## config.mk

```make
export PLATFORM = sky130hd
export DESIGN_NAME = crf_core
export DESIGN_NICKNAME = d
export VERILOG_FILES = /design/src/crf_pkg.sv /design/src/crf_core.sv
export SDC_FILE = /design/constraint.sdc
export NUM_CORES = 1
export LEC_CHECK = 0
export BUFFER_PORTS_ARGS = -buffer_cell sky130_fd_sc_hd__buf_4
export CORE_ASPECT_RATIO = 1.2
export CORE_MARGIN = 5
export CORE_UTILIZATION = 40
export CTS_CLUSTER_DIAMETER = 80
export DETAILED_ROUTE_END_ITERATION = 8
export GPL_ROUTABILITY_DRIVEN = 0
export SLEW_MARGIN = 20
export SYNTH_ARGS = -nofsm -noshare
export SYNTH_HDL_FRONTEND = slang
export SYNTH_SLANG_ARGS = --single-unit
```

## constraint.sdc

```tcl
create_clock -name ref_clk -period 16.13 [get_ports ref_clk]
set_input_delay 3.226 -clock ref_clk [delete_from_list [all_inputs] [get_ports ref_clk]]
set_output_delay 3.226 -clock ref_clk [all_outputs]
set_load 0.02 [all_outputs]
```

## src/crf_pkg.sv

```systemverilog
// Purpose: shared constants and types for the cpu register file and flags
// Assumes: one clock domain, ref_clk at 250 MHz
// Notes: field positions, reset values and encodings live here only
package crf_pkg;

   // operand width codes shared by the register ports and the flag port
   typedef enum logic [1:0] {
      SZ_BYTE = 2'h0,
      SZ_WORD = 2'h1,
      SZ_LONG = 2'h2
   } crf_size_e;

   // control-register instructions
   typedef enum logic [2:0] {
      CO_LOAD  = 3'h0,
      CO_STORE = 3'h1,
      CO_AND   = 3'h2,
      CO_OR    = 3'h3,
      CO_XOR   = 3'h4
   } crf_ctl_op_e;

   // classes of flag update
   typedef enum logic [2:0] {
      FK_ADD   = 3'h0,
      FK_SUB   = 3'h1,
      FK_NEG   = 3'h2,
      FK_LOGIC = 3'h3,
      FK_SHIFT = 3'h4,
      FK_BIT   = 3'h5
   } crf_flag_e;

   // condition-code bit positions
   localparam int CC_I = 7;
   localparam int CC_SPARE6 = 6;
   localparam int CC_H = 5;
   localparam int CC_USER = 4;
   localparam int CC_N = 3;
   localparam int CC_Z = 2;
   localparam int CC_V = 1;
   localparam int CC_C = 0;

   // extended control layout
   localparam int XC_TRACE = 7;
   localparam logic [3:0] XC_RSVD = 4'hF;

   // reset values; flags other than the mask have no defined value, zero is used
   localparam logic [7:0] CC_RST = 8'h80;
   localparam logic [2:0] MASK_RST = 3'h7;
   localparam logic TRACE_RST = 1'b0;
   localparam logic [23:0] PC_RST = 24'h000000;

   // program counter step per instruction word
   localparam logic [23:0] PC_STEP = 24'h000002;

   // states during which interrupts are held off after an extended control write
   localparam logic [1:0] BLK_STATES = 2'h3;

   // index of the stack register among the general registers
   localparam logic [2:0] SP_IDX = 3'h7;

   typedef struct packed {
      logic [7:0][31:0] gr;
      logic [23:0] pc;
      logic trace;
      logic [2:0] mask;
      logic [7:0] cond;
      logic [1:0] blk;
      logic [31:0] rd;
      logic rd_bit;
      logic [7:0] store_control_op;
      logic [31:0] alu;
   } crf_state_s;

   localparam crf_state_s STATE_RST = '{
      gr: '0, pc: PC_RST, trace: TRACE_RST, mask: MASK_RST,
      cond: CC_RST, blk: 2'h0, rd: 32'h00000000, rd_bit: 1'b0, store_control_op: 8'h00,
      alu: 32'h00000000
   };

endpackage

```

## src/crf_core.sv

```systemverilog
// Purpose: architectural register state of the cpu core: general registers,
//          program counter, extended control and condition code with flag logic
// Assumes: the execution datapath drives one request per port per cycle
// Notes: read data, store data and selected bit come back one cycle after request
`timescale 1ns/1ps

// Overview of operation
// - eight 32-bit general registers, used as address or data, 32/16/8-bit access.
// - each wide register splits into independent extended and base 16-bit halves.
// - the extended half is the upper 16 bits of the wide register.
// - each base half splits into independent high and low bytes.
// - general register seven doubles as the stack pointer for calls and exceptions.
// - 24-bit program counter; its lowest bit reads as zero on fetch.
// - extended control bit 7 enables trace exceptions after every instruction.
// - extended control bits 6 to 3 always read as one.
// - extended control bits 2 to 0 hold interrupt mask level 0 to 7.
// - load, and, or, xor control ops modify the extended control register; store only reads it.
// - load/and/or/xor to extended control block all interrupts three states; store doesn't.
// - condition bit 7 masks non-NMI interrupts; set at every exception start.
// - condition bits 6 and 4 are plain user bits; bit 6 never masks.
// - half-carry from bit 3, 11 or 27 on add, subtract, compare, negate.
// - negative flag takes the sign bit of the result at operation width.
// - zero flag set for zero result, cleared otherwise.
// - overflow flag set on arithmetic overflow, cleared otherwise.
// - carry records carry, borrow, shifted-out bit, or bit accumulator.
// - N, Z, V, C feed branches; non-flag instructions leave them unchanged.
// - reset clears trace, sets both masks; PC loaded from vector afterwards.
// - bit ops pick bit n of a byte; decimal adjust sees two BCD digits.
module crf_core (
   input wire logic ref_clk,
   input wire logic rst,
   input wire logic gr_wr_en,
   input wire logic [2:0] gr_wr_idx,
   input wire logic [1:0] gr_wr_size,
   input wire logic gr_wr_sel,
   input wire logic [31:0] gr_wr_data,
   input wire logic [2:0] gr_rd_idx,
   input wire logic [1:0] gr_rd_size,
   input wire logic gr_rd_sel,
   input wire logic [2:0] bit_sel,
   output logic [31:0] gr_rd_data,
   output logic rd_bit,
   output logic [3:0] bcd_upper,
   output logic [3:0] bcd_lower,
   output logic [31:0] stack_reg,
   input wire logic pc_load_en,
   input wire logic [23:0] pc_load_val,
   input wire logic pc_inc_en,
   output logic [23:0] program_counter,
   output logic [23:0] fetch_addr,
   input wire logic ctl_op_en,
   input wire logic [2:0] ctl_op,
   input wire logic ctl_to_ext,
   input wire logic [7:0] ctl_operand,
   output logic [7:0] ctl_store_data,
   input wire logic exc_start,
   input wire logic flag_en,
   input wire logic [2:0] flag_kind,
   input wire logic [1:0] flag_size,
   input wire logic flag_use_x,
   input wire logic [31:0] flag_a,
   input wire logic [31:0] flag_b,
   input wire logic flag_shift_out,
   input wire logic flag_bit_val,
   output logic [31:0] alu_result,
   output logic [7:0] extended_control,
   output logic [7:0] condition_code,
   output logic trace_en,
   output logic [2:0] mask_level,
   output logic irq_mask_i,
   output logic irq_block,
   output logic flag_n,
   output logic flag_z,
   output logic flag_v,
   output logic flag_c
);

   crf_pkg::crf_state_s q;
   crf_pkg::crf_state_s d;
   logic [31:0] msk;
   logic [31:0] hm;
   logic [4:0] sgn;
   logic [5:0] cbit;
   logic [5:0] hbit;
   logic [31:0] opa;
   logic [31:0] opb;
   logic cin;
   logic [32:0] sum;
   logic [32:0] hsum;
   logic [31:0] res;
   logic [7:0] ctl_cur;
   logic [7:0] ctl_new;
   logic [31:0] rd_byte;

   // mask of the live bits for an operand width
   function automatic logic [31:0] size_mask(input logic [1:0] sz);
      case (sz)
         crf_pkg::SZ_BYTE: size_mask = 32'h000000FF;
         crf_pkg::SZ_WORD: size_mask = 32'h0000FFFF;
         default: size_mask = 32'hFFFFFFFF;
      endcase
   endfunction

   // merge a sub-register write into the old wide value
   function automatic logic [31:0] merge(input logic [31:0] old, input logic [1:0] sz,
                                         input logic sel, input logic [31:0] wd);
      merge = old;
      case (sz)
         crf_pkg::SZ_BYTE: begin
            if (sel) begin
               merge[15:8] = wd[7:0];
            end else begin
               merge[7:0] = wd[7:0];
            end
         end
         crf_pkg::SZ_WORD: begin
            if (sel) begin
               merge[31:16] = wd[15:0];
            end else begin
               merge[15:0] = wd[15:0];
            end
         end
         default: merge = wd;
      endcase
   endfunction

   // pull a sub-register out of a wide value, right aligned
   function automatic logic [31:0] extract(input logic [31:0] v, input logic [1:0] sz,
                                           input logic sel);
      case (sz)
         crf_pkg::SZ_BYTE: extract = {24'h000000, sel ? v[15:8] : v[7:0]};
         crf_pkg::SZ_WORD: extract = {16'h0000, sel ? v[31:16] : v[15:0]};
         default: extract = v;
      endcase
   endfunction

   // apply a control-register instruction to a byte
   function automatic logic [7:0] ctl_apply(input logic [2:0] op, input logic [7:0] cur,
                                            input logic [7:0] opd);
      case (op)
         crf_pkg::CO_LOAD: ctl_apply = opd;
         crf_pkg::CO_AND: ctl_apply = cur & opd;
         crf_pkg::CO_OR: ctl_apply = cur | opd;
         crf_pkg::CO_XOR: ctl_apply = cur ^ opd;
         default: ctl_apply = cur;
      endcase
   endfunction

   // arithmetic core of the flag unit; width picks sign, carry and half-carry bits
   always_comb begin
      msk = size_mask(flag_size);
      case (flag_size)
         crf_pkg::SZ_BYTE: begin
            sgn = 5'h07;
            cbit = 6'h08;
            hbit = 6'h04;
         end
         crf_pkg::SZ_WORD: begin
            sgn = 5'h0F;
            cbit = 6'h10;
            hbit = 6'h0C;
         end
         default: begin
            sgn = 5'h1F;
            cbit = 6'h20;
            hbit = 6'h1C;
         end
      endcase
      hm = (32'h00000001 << hbit) - 32'h00000001;
      cin = flag_use_x & q.cond[crf_pkg::CC_C];
      opa = flag_a & msk;
      opb = flag_b & msk;
      if (flag_kind == crf_pkg::FK_NEG) begin
         opa = 32'h00000000;
         opb = flag_a & msk;
      end
      if (flag_kind == crf_pkg::FK_ADD) begin
         sum = {1'b0, opa} + {1'b0, opb} + {32'h00000000, cin};
         hsum = {1'b0, opa & hm} + {1'b0, opb & hm} + {32'h00000000, cin};
      end else begin
         // a negative difference sets every bit above, so the borrow shows at any index
         sum = {1'b0, opa} - {1'b0, opb} - {32'h00000000, cin};
         hsum = {1'b0, opa & hm} - {1'b0, opb & hm} - {32'h00000000, cin};
      end
      if (flag_kind == crf_pkg::FK_ADD || flag_kind == crf_pkg::FK_SUB ||
          flag_kind == crf_pkg::FK_NEG) begin
         res = sum[31:0] & msk;
      end else begin
         res = flag_a & msk;
      end
   end

   // next-state logic for the whole register file
   always_comb begin
      d = q;
      ctl_cur = ctl_to_ext ? {q.trace, crf_pkg::XC_RSVD, q.mask} : q.cond;
      ctl_new = ctl_apply(ctl_op, ctl_cur, ctl_operand);
      // registered read port, byte and bit views included
      d.rd = extract(q.gr[gr_rd_idx], gr_rd_size, gr_rd_sel);
      rd_byte = extract(q.gr[gr_rd_idx], crf_pkg::SZ_BYTE, gr_rd_sel);
      d.rd_bit = rd_byte[bit_sel];
      if (gr_wr_en) begin
         d.gr[gr_wr_idx] = merge(q.gr[gr_wr_idx], gr_wr_size, gr_wr_sel, gr_wr_data);
      end
      // a load wins over a step so vector fetch and jumps take effect
      if (pc_load_en) begin
         d.pc = pc_load_val;
      end else if (pc_inc_en) begin
         d.pc = q.pc + crf_pkg::PC_STEP;
      end
      // interrupt hold-off counts down one state per cycle
      if (q.blk != 2'h0) begin
         d.blk = q.blk - 2'h1;
      end
      // flag unit; untouched flags keep their value
      if (flag_en) begin
         // result kept so the datapath can write it back
         d.alu = res;
         case (flag_kind)
            crf_pkg::FK_ADD, crf_pkg::FK_SUB, crf_pkg::FK_NEG: begin
               d.cond[crf_pkg::CC_H] = hsum[hbit];
               d.cond[crf_pkg::CC_N] = res[sgn];
               d.cond[crf_pkg::CC_Z] = (res == 32'h00000000);
               if (flag_kind == crf_pkg::FK_ADD) begin
                  d.cond[crf_pkg::CC_V] = (opa[sgn] == opb[sgn]) && (res[sgn] != opa[sgn]);
               end else begin
                  d.cond[crf_pkg::CC_V] = (opa[sgn] != opb[sgn]) && (res[sgn] != opa[sgn]);
               end
               d.cond[crf_pkg::CC_C] = sum[cbit];
            end
            crf_pkg::FK_LOGIC, crf_pkg::FK_SHIFT: begin
               d.cond[crf_pkg::CC_N] = res[sgn];
               d.cond[crf_pkg::CC_Z] = (res == 32'h00000000);
               d.cond[crf_pkg::CC_V] = 1'b0;
               if (flag_kind == crf_pkg::FK_SHIFT) begin
                  d.cond[crf_pkg::CC_C] = flag_shift_out;
               end
            end
            crf_pkg::FK_BIT: d.cond[crf_pkg::CC_C] = flag_bit_val;
            default: d.cond = q.cond;
         endcase
      end
      // control instructions take priority over a same-cycle flag update
      if (ctl_op_en) begin
         if (ctl_op == crf_pkg::CO_STORE) begin
            d.store_control_op = ctl_cur;
         end else if (ctl_to_ext) begin
            d.trace = ctl_new[crf_pkg::XC_TRACE];
            d.mask = ctl_new[2:0];
            d.blk = crf_pkg::BLK_STATES;
         end else begin
            d.cond = ctl_new;
         end
      end
      // exception entry always leaves the mask set, whatever else wrote it
      if (exc_start) begin
         d.cond[crf_pkg::CC_I] = 1'b1;
      end
   end

   // one register for all state; general registers get zero only for determinism
   always_ff @(posedge ref_clk or posedge rst) begin
      if (rst) begin
         q <= crf_pkg::STATE_RST;
      end else begin
         q <= d;
      end
   end

   // outputs straight from state
   assign gr_rd_data = q.rd;
   assign rd_bit = q.rd_bit;
   assign bcd_upper = q.rd[7:4];
   assign bcd_lower = q.rd[3:0];
   assign stack_reg = q.gr[crf_pkg::SP_IDX];
   assign program_counter = q.pc;
   assign fetch_addr = {q.pc[23:1], 1'b0};
   assign ctl_store_data = q.store_control_op;
   assign alu_result = q.alu;
   assign extended_control = {q.trace, crf_pkg::XC_RSVD, q.mask};
   assign condition_code = q.cond;
   assign trace_en = q.trace;
   assign mask_level = q.mask;
   assign irq_mask_i = q.cond[crf_pkg::CC_I];
   assign irq_block = (q.blk != 2'h0);
   assign flag_n = q.cond[crf_pkg::CC_N];
   assign flag_z = q.cond[crf_pkg::CC_Z];
   assign flag_v = q.cond[crf_pkg::CC_V];
   assign flag_c = q.cond[crf_pkg::CC_C];

   // checks
   ext_store_ones_a: assert property (@(posedge ref_clk) disable iff (rst)
      (ctl_op_en && ctl_op == crf_pkg::CO_STORE && ctl_to_ext) |=>
      ctl_store_data[6:3] == 4'hF && extended_control[6:3] == 4'hF)
      else $error("reserved control bits not one");

   ext_hold_off_a: assert property (@(posedge ref_clk) disable iff (rst)
      (ctl_op_en && ctl_to_ext && ctl_op != crf_pkg::CO_STORE) |=> irq_block [*3])
      else $error("interrupt hold-off shorter than three states");

   hold_off_ends_a: assert property (@(posedge ref_clk) disable iff (rst)
      (ctl_op_en && ctl_to_ext && ctl_op != crf_pkg::CO_STORE) ##1
      !ctl_op_en [*3] |=> !irq_block) else $error("interrupt hold-off too long");

   store_no_block_a: assert property (@(posedge ref_clk) disable iff (rst)
      (ctl_op_en && ctl_op == crf_pkg::CO_STORE && !irq_block) |=> !irq_block)
      else $error("store control op blocked interrupts");

   exc_sets_mask_a: assert property (@(posedge ref_clk) disable iff (rst)
      exc_start |=> irq_mask_i) else $error("exception start left mask clear");

   fetch_even_a: assert property (@(posedge ref_clk) disable iff (rst)
      fetch_addr[0] == 1'b0 && fetch_addr[23:1] == program_counter[23:1])
      else $error("fetch address not even");

   sp_byte_write_a: assert property (@(posedge ref_clk) disable iff (rst)
      (gr_wr_en && gr_wr_idx == crf_pkg::SP_IDX && gr_wr_size == crf_pkg::SZ_BYTE &&
       !gr_wr_sel) |=> stack_reg[31:8] == $past(stack_reg[31:8]) &&
      stack_reg[7:0] == $past(gr_wr_data[7:0])) else $error("byte write disturbed other bits");

   zero_flag_a: assert property (@(posedge ref_clk) disable iff (rst)
      (flag_en && flag_kind == crf_pkg::FK_LOGIC && !ctl_op_en) |=>
      flag_z == ($past(flag_a & size_mask(flag_size)) == 32'h00000000))
      else $error("zero flag wrong");

   half_carry_byte_a: assert property (@(posedge ref_clk) disable iff (rst)
      (flag_en && flag_kind == crf_pkg::FK_ADD && flag_size == crf_pkg::SZ_BYTE &&
       !flag_use_x && flag_a[3:0] == 4'hF && flag_b[3:0] == 4'h1 && !ctl_op_en)
      |=> condition_code[crf_pkg::CC_H]) else $error("half carry missed");

   flags_hold_a: assert property (@(posedge ref_clk) disable iff (rst)
      (!flag_en && !ctl_op_en) |=> $stable(condition_code[3:0]))
      else $error("flags changed without an update");

   hold_off_seen_c: cover property (@(posedge ref_clk) disable iff (rst)
      irq_block ##1 irq_block ##1 irq_block ##1 !irq_block);
   exception_seen_c: cover property (@(posedge ref_clk) disable iff (rst)
      exc_start ##1 irq_mask_i);
   long_carry_c: cover property (@(posedge ref_clk) disable iff (rst)
      flag_en && flag_kind == crf_pkg::FK_ADD && flag_size == crf_pkg::SZ_LONG ##1 flag_c);
   store_seen_c: cover property (@(posedge ref_clk) disable iff (rst)
      ctl_op_en && ctl_op == crf_pkg::CO_STORE ##1 !irq_block);

endmodule

```

### Word level (Yosys, flattened, before mapping)

Cells that the tools add are included.

| cells by class | value |
|---|---|
| add/subtract/negate cells | 11 |
| order comparisons | 7 |
| eq/ne operators | 15 |
| shifts and indexed selects | 1 |
| mux-type cells | 55 |
| bitwise logic cells | 10 |
| reduce and logical (&&, ||, !) cells | 17 |

Operators by type and width:

| kind | number |
|---|---|
| $bwmux W256 | 1 |
| $bmux W32 S3 | 2 |
| $mux W32 | 6 |
| $and A32 B32 Y32 | 5 |
| $pmux W32 S2 | 2 |
| $demux W32 S3 | 1 |
| $mux W16 | 5 |
| $add A32 B32 Y33 | 2 |
| $add A33 B1 Y33 | 2 |
| $mux W33 | 2 |
| $sub A32 B32 Y33 | 2 |
| $sub A33 B1 Y33 | 2 |
| $pmux W16 S2 | 2 |
| $mux W24 | 2 |
| $mux W8 | 5 |
| $logic_not A32 Y1 | 1 |
| $pmux W8 S4 | 1 |
| $shl A1 B6 Y32 const A | 1 |
| $sub A32 B1 Y32 const B | 1 |
| $add A24 B2 Y24 const B | 1 |
| $mux W10 | 2 |
| $pmux W5 S2 | 2 |
| $bmux W1 S5 | 3 |
| $lt A6 B7 Y1 const B | 2 |
| 33 further kinds | 61 |

| storage, ports and cells | value |
|---|---|
| bits in registers | 367 |
| output and inout bits | 187 |
| logic and storage cells | 133 |

### Logic depth before layout (Yosys ltp)

| logic depth | value |
|---|---|
| depth in word-level cells | 20 |
| mapped depth | 22 |

### Worst setup path after synthesis

OpenSTA, ideal clock, no wires.

| timing path | value |
|---|---|
| path type | input to register |
| start | input flag_kind[2] |
| end | register q (netlist bit condition_code[2]) |
| arrival | 7.309 ns |
| data required time | 16.063 ns |
| slack | 8.755 ns |
| cell stages on the path | 20 |
| buffers on the path | 4 |
| cells stage by stage | or3b_1 > buf_4 > clkbuf_1 > clkbuf_1 > clkbuf_1 > nand2_1 > inv_1 > fa_1 > fa_1 > a21oi_1 > o21bai_1 > a31oi_1 > o21ba_2 > o21ai_0 > xor2_1 > a221oi_1 > nand4b_1 > nor4_1 > nand4_1 > nand2_1 |

RTL lines:

| item | line | source |
|---|---|---|
| from (decl) | crf_core.sv:58 | `input wire logic [2:0] flag_kind,` |
| to (signal assigned) | crf_core.sv:264 | `q <= crf_pkg::STATE_RST;` |
| to (decl) | crf_core.sv:78 | `crf_pkg::crf_state_s q;` |

==> summary.md <==
| Metric | Value |
|---|---|
| Biggest register | q |
| Netlist cell types | between 70 and 80 |
| Post-synthesis mux area share | 0.147 |
| Post-synth top area cell | dfrtp_1 |
| Post-synth EDFFs | 0 |
| Final Max Slew Viols | 0 |
| Pin count of the biggest net entering global routing | around 160 |
| Worst reg2reg path startpoint | condition_code[0]$_DFF_PP0_ |
| CP max FO | 80 |
| Post-Synthesis Cell Area | approximately 0.027 mm² |
| Core Footprint | between 0.06 and 0.07 mm² |
| Initial drt markers | 1,743 |
| DRT Pass-1 Iters | 7 |
| Vias in the first global route | around 23k |
| GR Overflow Total | 0 |
| Power Total | approximately 3.4 mW |
| Leak pwr | approximately 14 nW |
| Post CTS Setup Buffer Count | 0 |
| Fmax | 129 MHz |
| Share of layout cells above drive strength 1 | 0.198 |
| Status | finished, final reports clean |
| Worst Skew | between 0.02 and 0.025 ns |
| Ys async rst share | 1.00 |
| First-pass GRT wire length | between 100 and 150 mm |
| Area after DPL | ~0.029 mm² |
| Port Buffer Count | between 300 and 400 |
| Worst VDD drop | between 0.08 and 0.09 mV |
| Setup_tns | 0 ns |
| Layout Utilization | 0.450 |
| Most common cell in the netlist | nand2_1 |
| Die width | 249 µm |
| Antenna violations before repair | 4 |
| Post-synth top cells | 471 x nand2_1, 363 x dfrtp_1, 347 x o21ai_0, 182 x buf_4, 181 x inv_1 |
| Crit. End Element | flip-flop |
| CP Launch Type | input pin |
| Worst rel slew slack | 0.267 |
| Initial Util | 0.403 |
| # hold bufs at CTS | 0 |
| Worst-case clock buffer depth | 3 |
| Synthesized flop and latch total | around 370 |
| Synth Warn # | 0 |
| Via count | between 20k and 25k |
| Resized Gates After CTS | 0 |
| PwrDens | about 110 mW/mm² |
| Hold Path Origin | q[73]$_DFF_PP0_ |
| Tcrit/Tclk final | 0.482 |
| Row count | ~110 |
| HP Class | reg2reg |
| Compound-Gate Fraction of Synth Area | 0.165 |
| Fin nets | around 3.5k |
| Critical path class | in2reg |
| Slew of the pin with the lowest slew margin | ~1.1 ns |
| Sequential fraction of the synthesis area | 0.335 |
| DP HPWL | approximately 64 mm |
| Critical Path AT | 8.27 ns |
| Hold Vio Cnt, Final | 0 |
| Max cap viols | 0 |
| Post-Synth Adder-Cell Area | 0.0849 |
| H-tree Lvls | 2 |
| Max reg flops | 226 |
| Final Setup Violations | 0 |
| RSZ-0062 raised after global routing | false |
| Global Route Usage Sum | 0.231 |
| # DRC | 0 |
| TritonCTS clock tree | built |
| Die Area | 0.0740 mm² |
| Final instance area | approximately 0.03 mm² |
| Largest family of logic cells by synthesized area | compound AO/OA/AOI/OAI gates |
| IO Pins | 350 |
| Worst Setup SP | flag_kind[1] |
| Simple-gate share of the synthesized area | 0.145 |
| Share of the synthesized area in the top cell type | 0.331 |
| Final worst path period need | 7.78 ns |
| Synthesized netlist cell count | 3,072 |
| Routed Antenna Nets | 0 |
| Hold WS | between 0.4 and 0.5 ns |
| Clock latency at the later pin of the worst-skew pair | around 0.57 ns |
| Syn avg cell area | 8.94 µm² |
| Clk slew on worst S/H paths | 0.06 ns |
| Routed WL | 88.5 mm |
| Vias per cell | about 5.6 |
| Area growth syn-to-layout | 11.8% |
| WP data required | roughly 17 ns |
| Die Y | 297 µm |
| Prevailing post-synth register cell | dfrtp_1 |
| Post-synthesis xor/xnor area fraction | 0.0239 |
| Clock Sinks | 367 |
| Area contributors post-synth | dfrtp_1 33%, mux4_2 11%, ha_1 8.2% |
| CTS Buf Count | 43 |
| WL per Instance | ~22 µm |
| Clk root buf | clkbuf_16 |
layer usage:
| layer | global-route usage | share of wire | wire length [µm] | vias up |
|---|---|---|---|---|
| li1 | - | - | - | 10800 |
| met1 | 0.288 | 0.41 | 36100 | 11100 |
| met2 | 0.405 | 0.50 | 44100 | 702 |
| met3 | 0.0332 | 0.051 | 4510 | 169 |
| met4 | 0.0902 | 0.044 | 3850 | 2 |
| met5 | 0 | 0.00015 | 13 | - |
worst max-delay path: stages:
cell      delay (ns)
buf_4           0.18
or3b_2          0.45
buf_4           0.36
nand2_1         0.23
inv_1           0.08
fa_1            0.47
fa_1            0.43
a21oi_1         0.24
o21bai_1        0.19
a31oi_1         0.50
o21ba_2         0.32
o21ai_0         0.13
xor2_1          0.16
a221oi_1        0.54
nand4b_1        0.16
nor4_1          0.34
nand4_1         0.15
nand2_1         0.10
cells in the final DEF, fill, tap and decap left out, drive strengths merged, types with 9 or more instances in the layout:
cell	n
a22oi	14
a21oi	170
nor3	25
and3	58
a21boi	27
o21a	14
o21ai	356
o22ai	27
xnor2	42
o211ai	15
buf	366
a211oi	32
a221oi	16
nor4	12
nand2	472
a22o	11
o31ai	10
a21o	15
inv	186
nand2b	9
mux4	133
xor2	33
clkbuf	62
ha	180
nor2	177
dfrtp	363
a31oi	15
o21bai	10
mux2i	68
mux2	32
nand3	34
nor2b	32
nand4	37
and2	12
through the flow:
stage                     worst slack, ns  std cells
final                                8.35       4064
after global routing                 7.85       4062
after CTS                            8.35       4062
after detailed placement             7.78       3989
after global placement               7.87       3989
after floorplan                      2.72       3075
report_power, final:
group	switching (mW)	internal [mW]	leakage, nW
registers	0.149	1.11	4.62
clock network	0.397	0.543	0.661
logic	0.685	0.517	8.89
total	1.23	2.17	14.2
area by class of cell:
type,instances,area [µm²]
inverters,183,694
well taps,909,1140
flip-flops and latches,367,9190
diodes,2,5.00
clock inverters,11,118
clock buffers,62,1220
multi-input cells,2164,15600
fillers,6732,37500
repair buffers,366,2760
logic make-up after synthesis:
logic type / after synthesis
xor gates and xnor gates: 75
and+or+nand+nor: 899
DFF: 367
adders and majority gates: 184
muxes: 233
buffers and inverters: 544
other: 2
AOI/OAI and AO/OA: 768
worst paths after layout:
check	end	slack (ns)	cells past startpoint
setup / recovery	condition_code[2]$_DFF_PP0_	8.35	18
hold / removal	q[73]$_DFF_PP0_	0.48	1
setup reg to reg	condition_code[2]$_DFF_PP0_	11.65	14
hold reg to reg	q[73]$_DFF_PP0_	0.48	1
max in group asynchronous	q[281]$_DFFE_PP0P_	11.15	4
min in group asynchronous	ctl_store_data[6]$_DFFE_PP0P_	2.78	2
Power figures use the tool's default switching activity.
